**config.mk**
```make
export PLATFORM = sky130hd
export DESIGN_NAME = mpio_bank
export DESIGN_NICKNAME = d
export VERILOG_FILES = /design/src/shared/mpio_pkg.sv /design/src/core/mpio_bank.sv /design/src/core/mpio_latch_port.sv
export SDC_FILE = /design/constraint.sdc
export NUM_CORES = 1
export LEC_CHECK = 0
export BUFFER_PORTS_ARGS = -buffer_cell sky130_fd_sc_hd__buf_2
export CAP_MARGIN = 20
export CORE_UTILIZATION = 48
export DETAILED_ROUTE_END_ITERATION = 10
export PLACE_DENSITY = 0.78
export SETUP_SLACK_MARGIN = 0.5
export SYNTH_ARGS = -nofsm -noshare
export SYNTH_HDL_FRONTEND = slang
export SYNTH_HIERARCHICAL = 1
export SYNTH_SLANG_ARGS = --single-unit
```
**constraint.sdc**
```tcl
create_clock -name clk -period 2 [get_ports clk]
set_clock_uncertainty 0.15 [all_clocks]
set_input_delay 0.2 -clock clk [delete_from_list [all_inputs] [get_ports clk]]
set_output_delay 0.2 -clock clk [all_outputs]
set_load 0.02 [all_outputs]
```
**src/shared/mpio_pkg.sv**
```systemverilog
// How it works
// - Reset sets port B latch to ones
// - Dual clock mode gives B1, B2 to crystal
// - Falling edge on B0 sets interrupt latch
// - Port B read bits 7..3 are unstable
// - STOP floats B0 regardless of output enable
// - Port C: eight bits, latch resets to ones
// - Port D latch resets ones, select zero
// - Select zero open drain, one push-pull
// - Port E five bits, ones, 7..5 unstable
// - Port F resets dir/data zero, enable ones
// - Port F direction one drives the latch
// - Port F read: zero, pin, or latch
// - Port F input with wakeup enable wakes
// - Port G resets like F, one is output
// - Port G read: zero, pin, or latch
// - Ports B to E: latch and pin state at separate addresses
package mpio_pkg;

    // ----------------------------------------
    // Port widths
    // ----------------------------------------
    localparam int unsigned B_W = 3;
    localparam int unsigned C_W = 8;
    localparam int unsigned D_W = 8;
    localparam int unsigned E_W = 5;
    localparam int unsigned F_W = 8;
    localparam int unsigned G_W = 8;

    // ----------------------------------------
    // Register byte offsets
    // ----------------------------------------
    localparam logic [6:0] OFS_B_LATCH = 7'h00;  // port_b_output_latch
    localparam logic [6:0] OFS_B_PIN   = 7'h04;  // port_b_pin_read
    localparam logic [6:0] OFS_C_LATCH = 7'h08;  // port_c_output_latch
    localparam logic [6:0] OFS_C_PIN   = 7'h0c;  // port_c_pin_read
    localparam logic [6:0] OFS_D_LATCH = 7'h10;  // port_d_output_latch
    localparam logic [6:0] OFS_D_PIN   = 7'h14;  // port_d_pin_read
    localparam logic [6:0] OFS_D_SEL   = 7'h18;  // port_d_drive_type_select
    localparam logic [6:0] OFS_E_LATCH = 7'h1c;  // port_e_output_latch
    localparam logic [6:0] OFS_E_PIN   = 7'h20;  // port_e_pin_read
    localparam logic [6:0] OFS_F_DATA  = 7'h24;  // port_f_data
    localparam logic [6:0] OFS_F_DIR   = 7'h28;  // port_f_direction
    localparam logic [6:0] OFS_F_IE    = 7'h2c;  // port_f_input_enable
    localparam logic [6:0] OFS_F_KWE   = 7'h30;  // key_wakeup_enable
    localparam logic [6:0] OFS_G_DATA  = 7'h34;  // port_g_data
    localparam logic [6:0] OFS_G_DIR   = 7'h38;  // port_g_direction
    localparam logic [6:0] OFS_G_IE    = 7'h3c;  // port_g_input_enable
    localparam logic [6:0] OFS_CTRL    = 7'h40;  // Mode control
    localparam logic [6:0] OFS_STAT    = 7'h44;  // Event status

    // ----------------------------------------
    // Control and status fields
    // ----------------------------------------
    localparam int unsigned CTRL_DUAL_CLK = 0;   // Dual clock mode
    localparam int unsigned CTRL_OUT_EN   = 1;   // global_output_enable
    localparam int unsigned STAT_EXT_INT  = 0;   // External interrupt latch

    // ----------------------------------------
    // Reset values
    // ----------------------------------------
    localparam logic [B_W-1:0] RST_B_LATCH = 3'h7;
    localparam logic [C_W-1:0] RST_C_LATCH = 8'hff;
    localparam logic [D_W-1:0] RST_D_LATCH = 8'hff;
    localparam logic [D_W-1:0] RST_D_SEL   = 8'h00;
    localparam logic [E_W-1:0] RST_E_LATCH = 5'h1f;
    localparam logic [7:0]     RST_DATA    = 8'h00;
    localparam logic [7:0]     RST_DIR     = 8'h00;
    localparam logic [7:0]     RST_IE      = 8'hff;
    localparam logic [7:0]     RST_KWE     = 8'h00;
    localparam logic [1:0]     RST_CTRL    = 2'h2;  // Single clock, outputs on

    // ----------------------------------------
    // Bus handshake states
    // ----------------------------------------
    typedef enum logic [0:0] {
        BUS_IDLE = 1'b0,  // Waitrequest high, request seen
        BUS_ACK  = 1'b1   // Waitrequest low for one cycle
    } mpio_bus_type;

endpackage : mpio_pkg

```
**src/core/mpio_bank.sv**
```systemverilog
`timescale 1ns/1ns
`default_nettype none
// Six-port general purpose I/O bank behind an Avalon-MM slave
module mpio_bank (
    // Clock and reset
    input  wire logic        clk,
    input  wire logic        rstn,
    // Avalon-MM slave
    input  wire logic [6:0]  avs_address,
    input  wire logic        avs_read,
    input  wire logic        avs_write,
    input  wire logic [31:0] avs_writedata,
    output var  logic [31:0] avs_readdata,
    output var  logic        avs_waitrequest,
    // System state
    input  wire logic        stop_mode,
    // Port B pins
    input  wire logic [2:0]  pin_b_in,
    output var  logic [2:0]  pin_b_out,
    output var  logic [2:0]  pin_b_oe_n,
    // Port C pins
    input  wire logic [7:0]  pin_c_in,
    output var  logic [7:0]  pin_c_out,
    output var  logic [7:0]  pin_c_oe_n,
    // Port D pins
    input  wire logic [7:0]  pin_d_in,
    output var  logic [7:0]  pin_d_out,
    output var  logic [7:0]  pin_d_oe_n,
    // Port E pins
    input  wire logic [4:0]  pin_e_in,
    output var  logic [4:0]  pin_e_out,
    output var  logic [4:0]  pin_e_oe_n,
    // Port F pins
    input  wire logic [7:0]  pin_f_in,
    output var  logic [7:0]  pin_f_out,
    output var  logic [7:0]  pin_f_oe_n,
    // Port G pins
    input  wire logic [7:0]  pin_g_in,
    output var  logic [7:0]  pin_g_out,
    output var  logic [7:0]  pin_g_oe_n,
    // Events and modes
    output var  logic        ext_int_pulse_ff,
    output var  logic        key_wakeup_ff,
    output var  logic        crystal_enable_ff
);

    // ----------------------------------------
    // Read decode shared by ports F and G
    // ----------------------------------------
    // Output bits read the latch, inputs the pin unless disabled
    function automatic logic [7:0] mpio_dir_read(input logic [7:0] data,
                                                input logic [7:0] dir,
                                                input logic [7:0] ie,
                                                input logic [7:0] pin);
        mpio_dir_read = (dir & data) | (~dir & ie & pin);
    endfunction : mpio_dir_read

    // ----------------------------------------
    // Declarations
    // ----------------------------------------
    mpio_pkg::mpio_bus_type bus_ff;   // Handshake state
    mpio_pkg::mpio_bus_type nxt_bus;
    logic [31:0]       nxt_readdata;  // Read word for the ack cycle
    logic              acc_wr;        // Write takes effect this edge
    logic [4:0]        noise_ff;      // Source of unstable upper bits
    logic [7:0]        f_data_ff;     // port_f_data
    logic [7:0]        f_dir_ff;      // port_f_direction
    logic [7:0]        f_ie_ff;       // port_f_input_enable
    logic [7:0]        f_kwe_ff;      // key_wakeup_enable
    logic [7:0]        g_data_ff;     // port_g_data
    logic [7:0]        g_dir_ff;      // port_g_direction
    logic [7:0]        g_ie_ff;       // port_g_input_enable
    logic [1:0]        ctrl_ff;       // Mode control
    logic              ext_int_ff;    // Sticky interrupt latch
    logic              b0_prev_ff;    // Previous pin B0 level
    logic [7:0]        nxt_f_data, nxt_f_dir, nxt_f_ie, nxt_f_kwe;
    logic [7:0]        nxt_g_data, nxt_g_dir, nxt_g_ie;
    logic [1:0]        nxt_ctrl;
    logic              nxt_ext_int, nxt_int_pulse, nxt_key_wake;
    logic [7:0]        nxt_f_out, nxt_f_oe_n, nxt_g_out, nxt_g_oe_n;
    logic              b0_fall;       // Falling edge on pin B0
    logic              oe_glob;       // Global output enable
    logic [2:0]        b_latch;       // port_b_output_latch
    logic [7:0]        c_latch;       // port_c_output_latch
    logic [7:0]        d_latch;       // port_d_output_latch
    logic [7:0]        d_sel_ff;      // port_d_drive_type_select
    logic [7:0]        nxt_d_sel;
    logic [4:0]        e_latch;       // port_e_output_latch
    logic [2:0]        b_off;         // Port B bits forced to float

    // ----------------------------------------
    // Bus handshake
    // ----------------------------------------
    // Every access waits exactly one cycle; the answer is fixed, not stalled
    always_comb begin
        acc_wr = avs_write && (bus_ff == mpio_pkg::BUS_ACK);
        unique case (bus_ff)
            mpio_pkg::BUS_IDLE: begin
                nxt_bus = (avs_read || avs_write) ? mpio_pkg::BUS_ACK : mpio_pkg::BUS_IDLE;
            end
            mpio_pkg::BUS_ACK: begin
                nxt_bus = mpio_pkg::BUS_IDLE;
            end
        endcase
    end

    // Handshake and noise registers
    always_ff @(posedge clk) begin
        if (!rstn) begin
            bus_ff          <= mpio_pkg::BUS_IDLE;
            avs_waitrequest <= 1'b1;
            noise_ff        <= 5'h00;
        end else begin
            bus_ff          <= nxt_bus;
            avs_waitrequest <= (nxt_bus != mpio_pkg::BUS_ACK);
            noise_ff        <= noise_ff + 5'h01;
        end
    end

    // ----------------------------------------
    // Read data
    // ----------------------------------------
    // Captured while waitrequest is high so it stands when it drops
    always_comb begin
        nxt_readdata = 32'h0000_0000;  // Unmapped offsets read zero
        unique case (avs_address)
            mpio_pkg::OFS_B_LATCH: nxt_readdata[7:0] = {noise_ff, b_latch};
            mpio_pkg::OFS_B_PIN:   nxt_readdata[7:0] = {noise_ff, pin_b_in};
            mpio_pkg::OFS_C_LATCH: nxt_readdata[7:0] = c_latch;
            mpio_pkg::OFS_C_PIN:   nxt_readdata[7:0] = pin_c_in;
            mpio_pkg::OFS_D_LATCH: nxt_readdata[7:0] = d_latch;
            mpio_pkg::OFS_D_PIN:   nxt_readdata[7:0] = pin_d_in;
            mpio_pkg::OFS_D_SEL:   nxt_readdata[7:0] = d_sel_ff;
            mpio_pkg::OFS_E_LATCH: nxt_readdata[7:0] = {noise_ff[2:0], e_latch};
            mpio_pkg::OFS_E_PIN:   nxt_readdata[7:0] = {noise_ff[2:0], pin_e_in};
            mpio_pkg::OFS_F_DATA: begin
                nxt_readdata[7:0] = mpio_dir_read(f_data_ff, f_dir_ff, f_ie_ff, pin_f_in);
            end
            mpio_pkg::OFS_F_DIR:   nxt_readdata[7:0] = f_dir_ff;
            mpio_pkg::OFS_F_IE:    nxt_readdata[7:0] = f_ie_ff;
            mpio_pkg::OFS_F_KWE:   nxt_readdata[7:0] = f_kwe_ff;
            mpio_pkg::OFS_G_DATA: begin
                nxt_readdata[7:0] = mpio_dir_read(g_data_ff, g_dir_ff, g_ie_ff, pin_g_in);
            end
            mpio_pkg::OFS_G_DIR:   nxt_readdata[7:0] = g_dir_ff;
            mpio_pkg::OFS_G_IE:    nxt_readdata[7:0] = g_ie_ff;
            mpio_pkg::OFS_CTRL:    nxt_readdata[1:0] = ctrl_ff;
            mpio_pkg::OFS_STAT:    nxt_readdata[mpio_pkg::STAT_EXT_INT] = ext_int_ff;
            default:               nxt_readdata = 32'h0000_0000;
        endcase
    end

    // Read data register
    always_ff @(posedge clk) begin
        if (!rstn) begin
            avs_readdata <= 32'h0000_0000;
        end else if (bus_ff == mpio_pkg::BUS_IDLE) begin
            avs_readdata <= nxt_readdata;
        end
    end

    // ----------------------------------------
    // Control registers and events
    // ----------------------------------------
    // Only the low byte is stored; higher write data is dropped
    always_comb begin
        nxt_f_data = f_data_ff;
        nxt_f_dir  = f_dir_ff;
        nxt_f_ie   = f_ie_ff;
        nxt_f_kwe  = f_kwe_ff;
        nxt_g_data = g_data_ff;
        nxt_g_dir  = g_dir_ff;
        nxt_g_ie   = g_ie_ff;
        nxt_d_sel  = d_sel_ff;
        nxt_ctrl   = ctrl_ff;
        nxt_ext_int = ext_int_ff;
        if (acc_wr) begin
            unique case (avs_address)
                mpio_pkg::OFS_D_SEL:  nxt_d_sel  = avs_writedata[7:0];
                mpio_pkg::OFS_F_DATA: nxt_f_data = avs_writedata[7:0];
                mpio_pkg::OFS_F_DIR:  nxt_f_dir  = avs_writedata[7:0];
                mpio_pkg::OFS_F_IE:   nxt_f_ie   = avs_writedata[7:0];
                mpio_pkg::OFS_F_KWE:  nxt_f_kwe  = avs_writedata[7:0];
                mpio_pkg::OFS_G_DATA: nxt_g_data = avs_writedata[7:0];
                mpio_pkg::OFS_G_DIR:  nxt_g_dir  = avs_writedata[7:0];
                mpio_pkg::OFS_G_IE:   nxt_g_ie   = avs_writedata[7:0];
                mpio_pkg::OFS_CTRL:   nxt_ctrl   = avs_writedata[1:0];
                mpio_pkg::OFS_STAT: begin
                    // Write one to clear
                    if (avs_writedata[mpio_pkg::STAT_EXT_INT]) begin
                        nxt_ext_int = 1'b0;
                    end
                end
                default: begin
                    // Unmapped or latch-port offsets: nothing here
                end
            endcase
        end
        // The pin follows the driven level when B0 is an output as well
        b0_fall = b0_prev_ff && !pin_b_in[0];
        if (b0_fall) begin
            nxt_ext_int = 1'b1;
        end
        nxt_int_pulse = b0_fall;
        // Wakeup ignores latch and input enable on input bits
        nxt_key_wake = |(~f_dir_ff & f_kwe_ff & pin_f_in);
    end

    // Control registers
    always_ff @(posedge clk) begin
        if (!rstn) begin
            f_data_ff <= mpio_pkg::RST_DATA;
            f_dir_ff  <= mpio_pkg::RST_DIR;
            f_ie_ff   <= mpio_pkg::RST_IE;
            f_kwe_ff  <= mpio_pkg::RST_KWE;
            g_data_ff <= mpio_pkg::RST_DATA;
            g_dir_ff  <= mpio_pkg::RST_DIR;
            g_ie_ff   <= mpio_pkg::RST_IE;
            d_sel_ff  <= mpio_pkg::RST_D_SEL;
            ctrl_ff   <= mpio_pkg::RST_CTRL;
            ext_int_ff        <= 1'b0;
            b0_prev_ff        <= 1'b1;
            ext_int_pulse_ff  <= 1'b0;
            key_wakeup_ff     <= 1'b0;
            crystal_enable_ff <= 1'b0;
        end else begin
            f_data_ff <= nxt_f_data;
            f_dir_ff  <= nxt_f_dir;
            f_ie_ff   <= nxt_f_ie;
            f_kwe_ff  <= nxt_f_kwe;
            g_data_ff <= nxt_g_data;
            g_dir_ff  <= nxt_g_dir;
            g_ie_ff   <= nxt_g_ie;
            d_sel_ff  <= nxt_d_sel;
            ctrl_ff   <= nxt_ctrl;
            ext_int_ff        <= nxt_ext_int;
            b0_prev_ff        <= pin_b_in[0];
            ext_int_pulse_ff  <= nxt_int_pulse;
            key_wakeup_ff     <= nxt_key_wake;
            crystal_enable_ff <= nxt_ctrl[mpio_pkg::CTRL_DUAL_CLK];
        end
    end

    // ----------------------------------------
    // Pin drive for ports F and G
    // ----------------------------------------
    // Direction one drives the data latch while outputs are enabled
    always_comb begin
        oe_glob    = ctrl_ff[mpio_pkg::CTRL_OUT_EN];
        nxt_f_out  = f_data_ff;
        nxt_f_oe_n = ~(f_dir_ff & {8{oe_glob}});
        nxt_g_out  = g_data_ff;
        nxt_g_oe_n = ~(g_dir_ff & {8{oe_glob}});
        // STOP floats B0 no matter the global enable
        b_off[0] = !oe_glob || stop_mode;
        // Crystal pins are released to the oscillator in dual clock mode
        b_off[1] = !oe_glob || ctrl_ff[mpio_pkg::CTRL_DUAL_CLK];
        b_off[2] = !oe_glob || ctrl_ff[mpio_pkg::CTRL_DUAL_CLK];
    end

    // Port F and G pin registers
    always_ff @(posedge clk) begin
        if (!rstn) begin
            pin_f_out  <= 8'h00;
            pin_f_oe_n <= 8'hff;
            pin_g_out  <= 8'h00;
            pin_g_oe_n <= 8'hff;
        end else begin
            pin_f_out  <= nxt_f_out;
            pin_f_oe_n <= nxt_f_oe_n;
            pin_g_out  <= nxt_g_out;
            pin_g_oe_n <= nxt_g_oe_n;
        end
    end

    // ----------------------------------------
    // Latch-only ports B to E
    // ----------------------------------------
    // Port B: three sink-only bits, upper write bits dropped
    mpio_latch_port #(.W(mpio_pkg::B_W), .RST(mpio_pkg::RST_B_LATCH)) u_port_b (
        .clk         (clk),
        .rstn        (rstn),
        .wr_en       (acc_wr && avs_address == mpio_pkg::OFS_B_LATCH),
        .wr_data     (avs_writedata[2:0]),
        .push_pull   (3'h0),
        .force_off   (b_off),
        .latch_ff    (b_latch),
        .pin_out_ff  (pin_b_out),
        .pin_oe_n_ff (pin_b_oe_n)
    );

    // Port C: large-current sink port
    mpio_latch_port #(.W(mpio_pkg::C_W), .RST(mpio_pkg::RST_C_LATCH)) u_port_c (
        .clk         (clk),
        .rstn        (rstn),
        .wr_en       (acc_wr && avs_address == mpio_pkg::OFS_C_LATCH),
        .wr_data     (avs_writedata[7:0]),
        .push_pull   (8'h00),
        .force_off   ({8{!oe_glob}}),
        .latch_ff    (c_latch),
        .pin_out_ff  (pin_c_out),
        .pin_oe_n_ff (pin_c_oe_n)
    );

    // Port D: drive type chosen per bit
    mpio_latch_port #(.W(mpio_pkg::D_W), .RST(mpio_pkg::RST_D_LATCH)) u_port_d (
        .clk         (clk),
        .rstn        (rstn),
        .wr_en       (acc_wr && avs_address == mpio_pkg::OFS_D_LATCH),
        .wr_data     (avs_writedata[7:0]),
        .push_pull   (d_sel_ff),
        .force_off   ({8{!oe_glob}}),
        .latch_ff    (d_latch),
        .pin_out_ff  (pin_d_out),
        .pin_oe_n_ff (pin_d_oe_n)
    );

    // Port E: five bits, upper write bits dropped
    mpio_latch_port #(.W(mpio_pkg::E_W), .RST(mpio_pkg::RST_E_LATCH)) u_port_e (
        .clk         (clk),
        .rstn        (rstn),
        .wr_en       (acc_wr && avs_address == mpio_pkg::OFS_E_LATCH),
        .wr_data     (avs_writedata[4:0]),
        .push_pull   (5'h00),
        .force_off   ({5{!oe_glob}}),
        .latch_ff    (e_latch),
        .pin_out_ff  (pin_e_out),
        .pin_oe_n_ff (pin_e_oe_n)
    );

endmodule : mpio_bank
`default_nettype wire

```
**src/core/mpio_latch_port.sv**
```systemverilog
`timescale 1ns/1ns
`default_nettype none
// Output latch with registered pin drive for one latch-only port
module mpio_latch_port #(
    parameter int unsigned    W   = 8,
    parameter logic [W-1:0]   RST = '1
) (
    // Clock and reset
    input  wire logic         clk,
    input  wire logic         rstn,
    // Latch write
    input  wire logic         wr_en,
    input  wire logic [W-1:0] wr_data,
    // Drive control
    input  wire logic [W-1:0] push_pull,   // One drives high as well as low
    input  wire logic [W-1:0] force_off,   // One floats the pin
    // Outputs
    output var  logic [W-1:0] latch_ff,
    output var  logic [W-1:0] pin_out_ff,
    output var  logic [W-1:0] pin_oe_n_ff
);

    // ----------------------------------------
    // Next state
    // ----------------------------------------
    logic [W-1:0] nxt_latch;     // Latch next value
    logic [W-1:0] nxt_pin_out;   // Pin level next value
    logic [W-1:0] nxt_pin_oe_n;  // Pin enable next value

    // Latch update and drive decision per bit
    always_comb begin
        nxt_latch = wr_en ? wr_data : latch_ff;
        nxt_pin_out = latch_ff;
        // Sink-only bits drive only a low; a one releases the pin
        nxt_pin_oe_n = force_off | ~(push_pull | ~latch_ff);
    end

    // ----------------------------------------
    // Registers
    // ----------------------------------------
    // Latch resets to the port's default, pins start floating
    always_ff @(posedge clk) begin
        if (!rstn) begin
            latch_ff    <= RST;
            pin_out_ff  <= '0;
            pin_oe_n_ff <= '1;
        end else begin
            latch_ff    <= nxt_latch;
            pin_out_ff  <= nxt_pin_out;
            pin_oe_n_ff <= nxt_pin_oe_n;
        end
    end

endmodule : mpio_latch_port
`default_nettype wire

```
==> metrics.txt <==
# TYPE chip_impl_metric gauge
chip_impl_info{name="run_status",value="finished clean"} 1
chip_impl_metric{name="finish.instance_area",unit="sq mm"} 0.0106
chip_impl_metric{name="placement_rows",unit=""} 47
chip_impl_metric{name="power_frac_comb",unit="%"} 9.6
chip_impl_metric{name="layout.nets",unit=""} 1149
chip_impl_metric{name="synth_cell_type_count",unit=""} 66
chip_impl_metric{name="max_slew_margin",unit="%"} 59.3
chip_impl_metric{name="yosys_warnings",unit=""} 6
chip_impl_metric{name="multi_input_area",unit="sq mm"} 0.00436
chip_impl_info{name="ctsRootBufferMaster",value="clkbuf_16"} 1
chip_impl_metric{name="grt_residual_overflow",unit=""} 0
chip_impl_info{name="setup.worst_path.start_class",value="register"} 1
chip_impl_metric{name="post_drt_wl_per_cell",unit="um"} 19.2
chip_impl_metric{name="drt_first_pass_iters",unit=""} 5
chip_impl_metric{name="detail_route.vias_per_cell",unit=""} 5.33
chip_impl_metric{name="grt_pass1_vias",unit=""} 6540
chip_impl_info{name="cts_tree",value="built"} 1
chip_impl_metric{name="place_area",unit="sq mm"} 0.00948
chip_impl_metric{name="drv_cap",unit=""} 0
chip_impl_metric{name="clock_tree.htree_level_count",unit=""} 4
chip_impl_metric{name="clk-insertion-delay-late",unit="ns"} 0.44
chip_impl_metric{name="synth_top_cell_area_share",unit="%"} 46.2
chip_impl_metric{name="setup_viol",unit=""} 0
chip_impl_metric{name="crit_path_max_fanout",unit=""} 2
chip_impl_info{name="synth_top_area_cell",value="dfxtp_1"} 1
chip_impl_metric{name="ratio_of_total_power_to_cell_area",unit="mW/mm^2"} 758
chip_impl_metric{name="finalHoldViolCount",unit=""} 0
chip_impl_metric{name="p_sw",unit="mW"} 2.15
chip_impl_metric{name="post_synth_instance_area",unit="sq mm"} 0.00819
chip_impl_metric{name="avgSynthCellArea",unit="sq um"} 9.61
chip_impl_metric{name="drt.antenna.violating_nets",unit=""} 0
chip_impl_metric{name="cts.sink_count",unit=""} 189
chip_impl_metric{name="arrival_time_at_the_worst_endpoint",unit="ns"} 1.78
chip_impl_metric{name="clockBufferDepth",unit=""} 2
chip_impl_metric{name="numCtsBuffers",unit=""} 17
chip_impl_metric{name="final_max_slew_viol_count",unit=""} 0
chip_impl_metric{name="ys_async_sr_fraction",unit="%"} 0
chip_impl_metric{name="ys_ff_latch",unit=""} 189
chip_impl_metric{name="layout-drive-gt1-share",unit="%"} 33.1
chip_impl_metric{name="power.ir.vdd_worst",unit="mV"} 0.593
chip_impl_metric{name="core_region_area",unit="sq mm"} 0.0166
chip_impl_metric{name="drt_wl_total",unit="mm"} 24.9
chip_impl_metric{name="post_layout_nonfiller_instances",unit=""} 1297
chip_impl_metric{name="grt_first_pass_wirelength",unit="mm"} 37.7
chip_impl_metric{name="max_freq",unit="GHz"} 0.620
chip_impl_info{name="timing.critical_path.to_type",value="register"} 1
chip_impl_metric{name="netSwitchingFraction",unit="%"} 26.7
chip_impl_metric{name="drt_iter0_markers",unit=""} 591
chip_impl_metric{name="p_leak",unit="nW"} 4.35
chip_impl_metric{name="track_usage",unit="%"} 28.6
chip_impl_metric{name="start_util",unit="%"} 49.2
chip_impl_metric{name="period_needed",unit="ns"} 1.61
chip_impl_info{name="postSynth.topFlopCell",value="dfxtp_1"} 1
chip_impl_metric{name="sequential_cell_fraction_of_total_power",unit="%"} 47.6
chip_impl_metric{name="register_area",unit="sq mm"} 0.00383
chip_impl_metric{name="die_area",unit="sq mm"} 0.0176
chip_impl_metric{name="worst_setup_hold_path_clk_slew",unit="ns"} 0.07
chip_impl_metric{name="pin_count",unit=""} 200
chip_impl_metric{name="critPathRequiredTime",unit="ns"} 2.17
chip_impl_metric{name="route.vias.total",unit=""} 6912
chip_impl_metric{name="ys_seq_area_share",unit="%"} 46.2
chip_impl_info{name="min_path_type",value="in -> reg"} 1
chip_impl_metric{name="fill_cells",unit=""} 1367
chip_impl_metric{name="fp.dieH",unit="um"} 133
chip_impl_metric{name="post-route-worst-setup-slack",unit="ns"} 0.386
chip_impl_metric{name="setup_tns",unit="ns"} 0
chip_impl_metric{name="internal-power",unit="mW"} 5.91
chip_impl_metric{name="place_hpwl",unit="mm"} 18.0
chip_impl_metric{name="instance_count_after_placement_with_tap_cells_included",unit=""} 1238
chip_impl_metric{name="gp_congestion",unit=""} 0.930
chip_impl_metric{name="min_period_over_period",unit="%"} 80.7
chip_impl_info{name="path_class",value="reg -> reg"} 1
chip_impl_metric{name="chipWidth",unit="um"} 133
chip_impl_metric{name="diodes",unit=""} 0
chip_impl_info{name="yosys-top-cells-area",value="dfxtp_1 46%, mux2i_1 8.6%, nand2_1 5.3%"} 1
chip_impl_metric{name="placement.setup.worst_slack",unit="ns"} -0.0417
chip_impl_metric{name="worst_slew_pin_slew",unit="ns"} 0.611
chip_impl_metric{name="synthesis.instances",unit=""} 852
chip_impl_metric{name="synth_to_layout_area_growth",unit="%"} 29.7
chip_impl_metric{name="antenna_found_initial",unit=""} 0
chip_impl_metric{name="synth-edff-count",unit=""} 0
chip_impl_metric{name="drc",unit=""} 0
chip_impl_metric{name="grt_max_degree",unit=""} 49
chip_impl_metric{name="share_clk_of_total_power",unit="%"} 42.8
chip_impl_metric{name="io_buffers",unit=""} 151
chip_impl_info{name="grt_setup_unrepaired",value="yes"} 1
==> critical path: stages, from the launching register on <==
cell and delay (ns):
dfxtp_4 0.36, mux2_4 0.27, a22oi_2 0.22, nor4_2 0.09, a2111oi_2 0.29, a31oi_1 0.12
==> power by group through the flow <==
| stage | Combinational, mW | Sequential [mW] | Clock (mW) |
|---|---|---|---|
| final | 0.775 | 3.84 | 3.44 |
| after global routing | 0.821 | 3.84 | 3.64 |
| after CTS | 0.740 | 3.84 | 3.48 |
| after detailed placement | 0.696 | 3.93 | 0 |
| after global placement | 0.692 | 3.93 | 0 |
| after floorplan | 0.410 | 3.99 | 0 |
==> metrics by stage <==
stage / hold WS [ns] / utilization (%) / power, mW
2_1_floorplan: 0.170 / - / 4.40
3_3_place_gp: 0.278 / 57.0 / 4.62
3_5_place_dp: 0.273 / 57.0 / 4.63
4_1_cts: 0.00503 / 62.6 / 8.06
5_1_grt: 0.0302 / 63.8 / 8.30
6_report: 0.0213 / 63.8 / 8.05
==> layout by cell type, fill, tap and decap left out, drive strengths merged, types with 13 or more instances in the layout <==
cell	instances
and2	52
inv	13
nand2b	30
conb	40
nand3	26
clkbuf	17
a22oi	13
nor2	30
nand3b	33
buf	218
nand2	117
a21oi	20
dfxtp	189
o21ai	31
mux2i	70
nor2b	48
==> Yosys cell counts, drive strengths merged (6+ instances only) <==
master / instances
dfxtp: 189
nand2: 117
mux2i: 70
buf: 53
and2: 52
nor2b: 48
nand3b: 33
o21ai: 31
nand2b: 30
nor2: 29
nand3: 26
clkbuf: 24
a21oi: 20
a22oi: 13
mux2: 12
a21boi: 10
a31oi: 7
inv: 7
a211oi: 6
==> cell type report <==
cell class,count,share of cell area [%]
Multi-Input combinational cell,619,41.0
Sequential cell,189,36.1
Timing Repair Buffer,230,14.4
Clock buffer,17,4.00
Tap cell,220,2.59
Clock inverter,15,1.68
Inverter,7,0.247
==> layer usage <==
metal	share of wire [%]	track usage, %	wire [um]
met2	46	46.0	11600
met4	3.0	11.6	756
met5	0	0	0
met1	43	37.7	10600
met3	7.7	5.52	1910
==> logic make-up after synthesis <==
group / after synthesis / synth area share, %
simple gates: 363 / 25.8
flops: 189 / 46.2
compound gates: 125 / 10.3
mux: 86 / 11.3
buf+inv: 84 / 5.94
xor+xnor: 3 / 0.321
fa+ha+maj: 1 / 0.153
other cells: 1 / 0.0458
==> worst paths after layout <==
path / slack (ns) / endpoint / startpoint / cells after the start
worst min-delay path: 0.02 / ext_int_ff / avs_writedata[0] / 4
worst max-delay path: 0.39 / avs_readdata[0] / g_dir_ff[0] / 5
worst max register to register: 0.39 / avs_readdata[0] / g_dir_ff[0] / 5
worst min register to register: 0.28 / ext_int_pulse_ff / b0_prev_ff / 2
==> what timing repair did <==
item,in CTS,in global routing
hold buffers,12,0
cloned,0,1
setup buffers,11,3
setup endpoints to repair,58,79
pin swaps,18,28
hold endpoints to repair,27,0
gates resized for setup,40,65
Power figures use the tool's default switching activity.
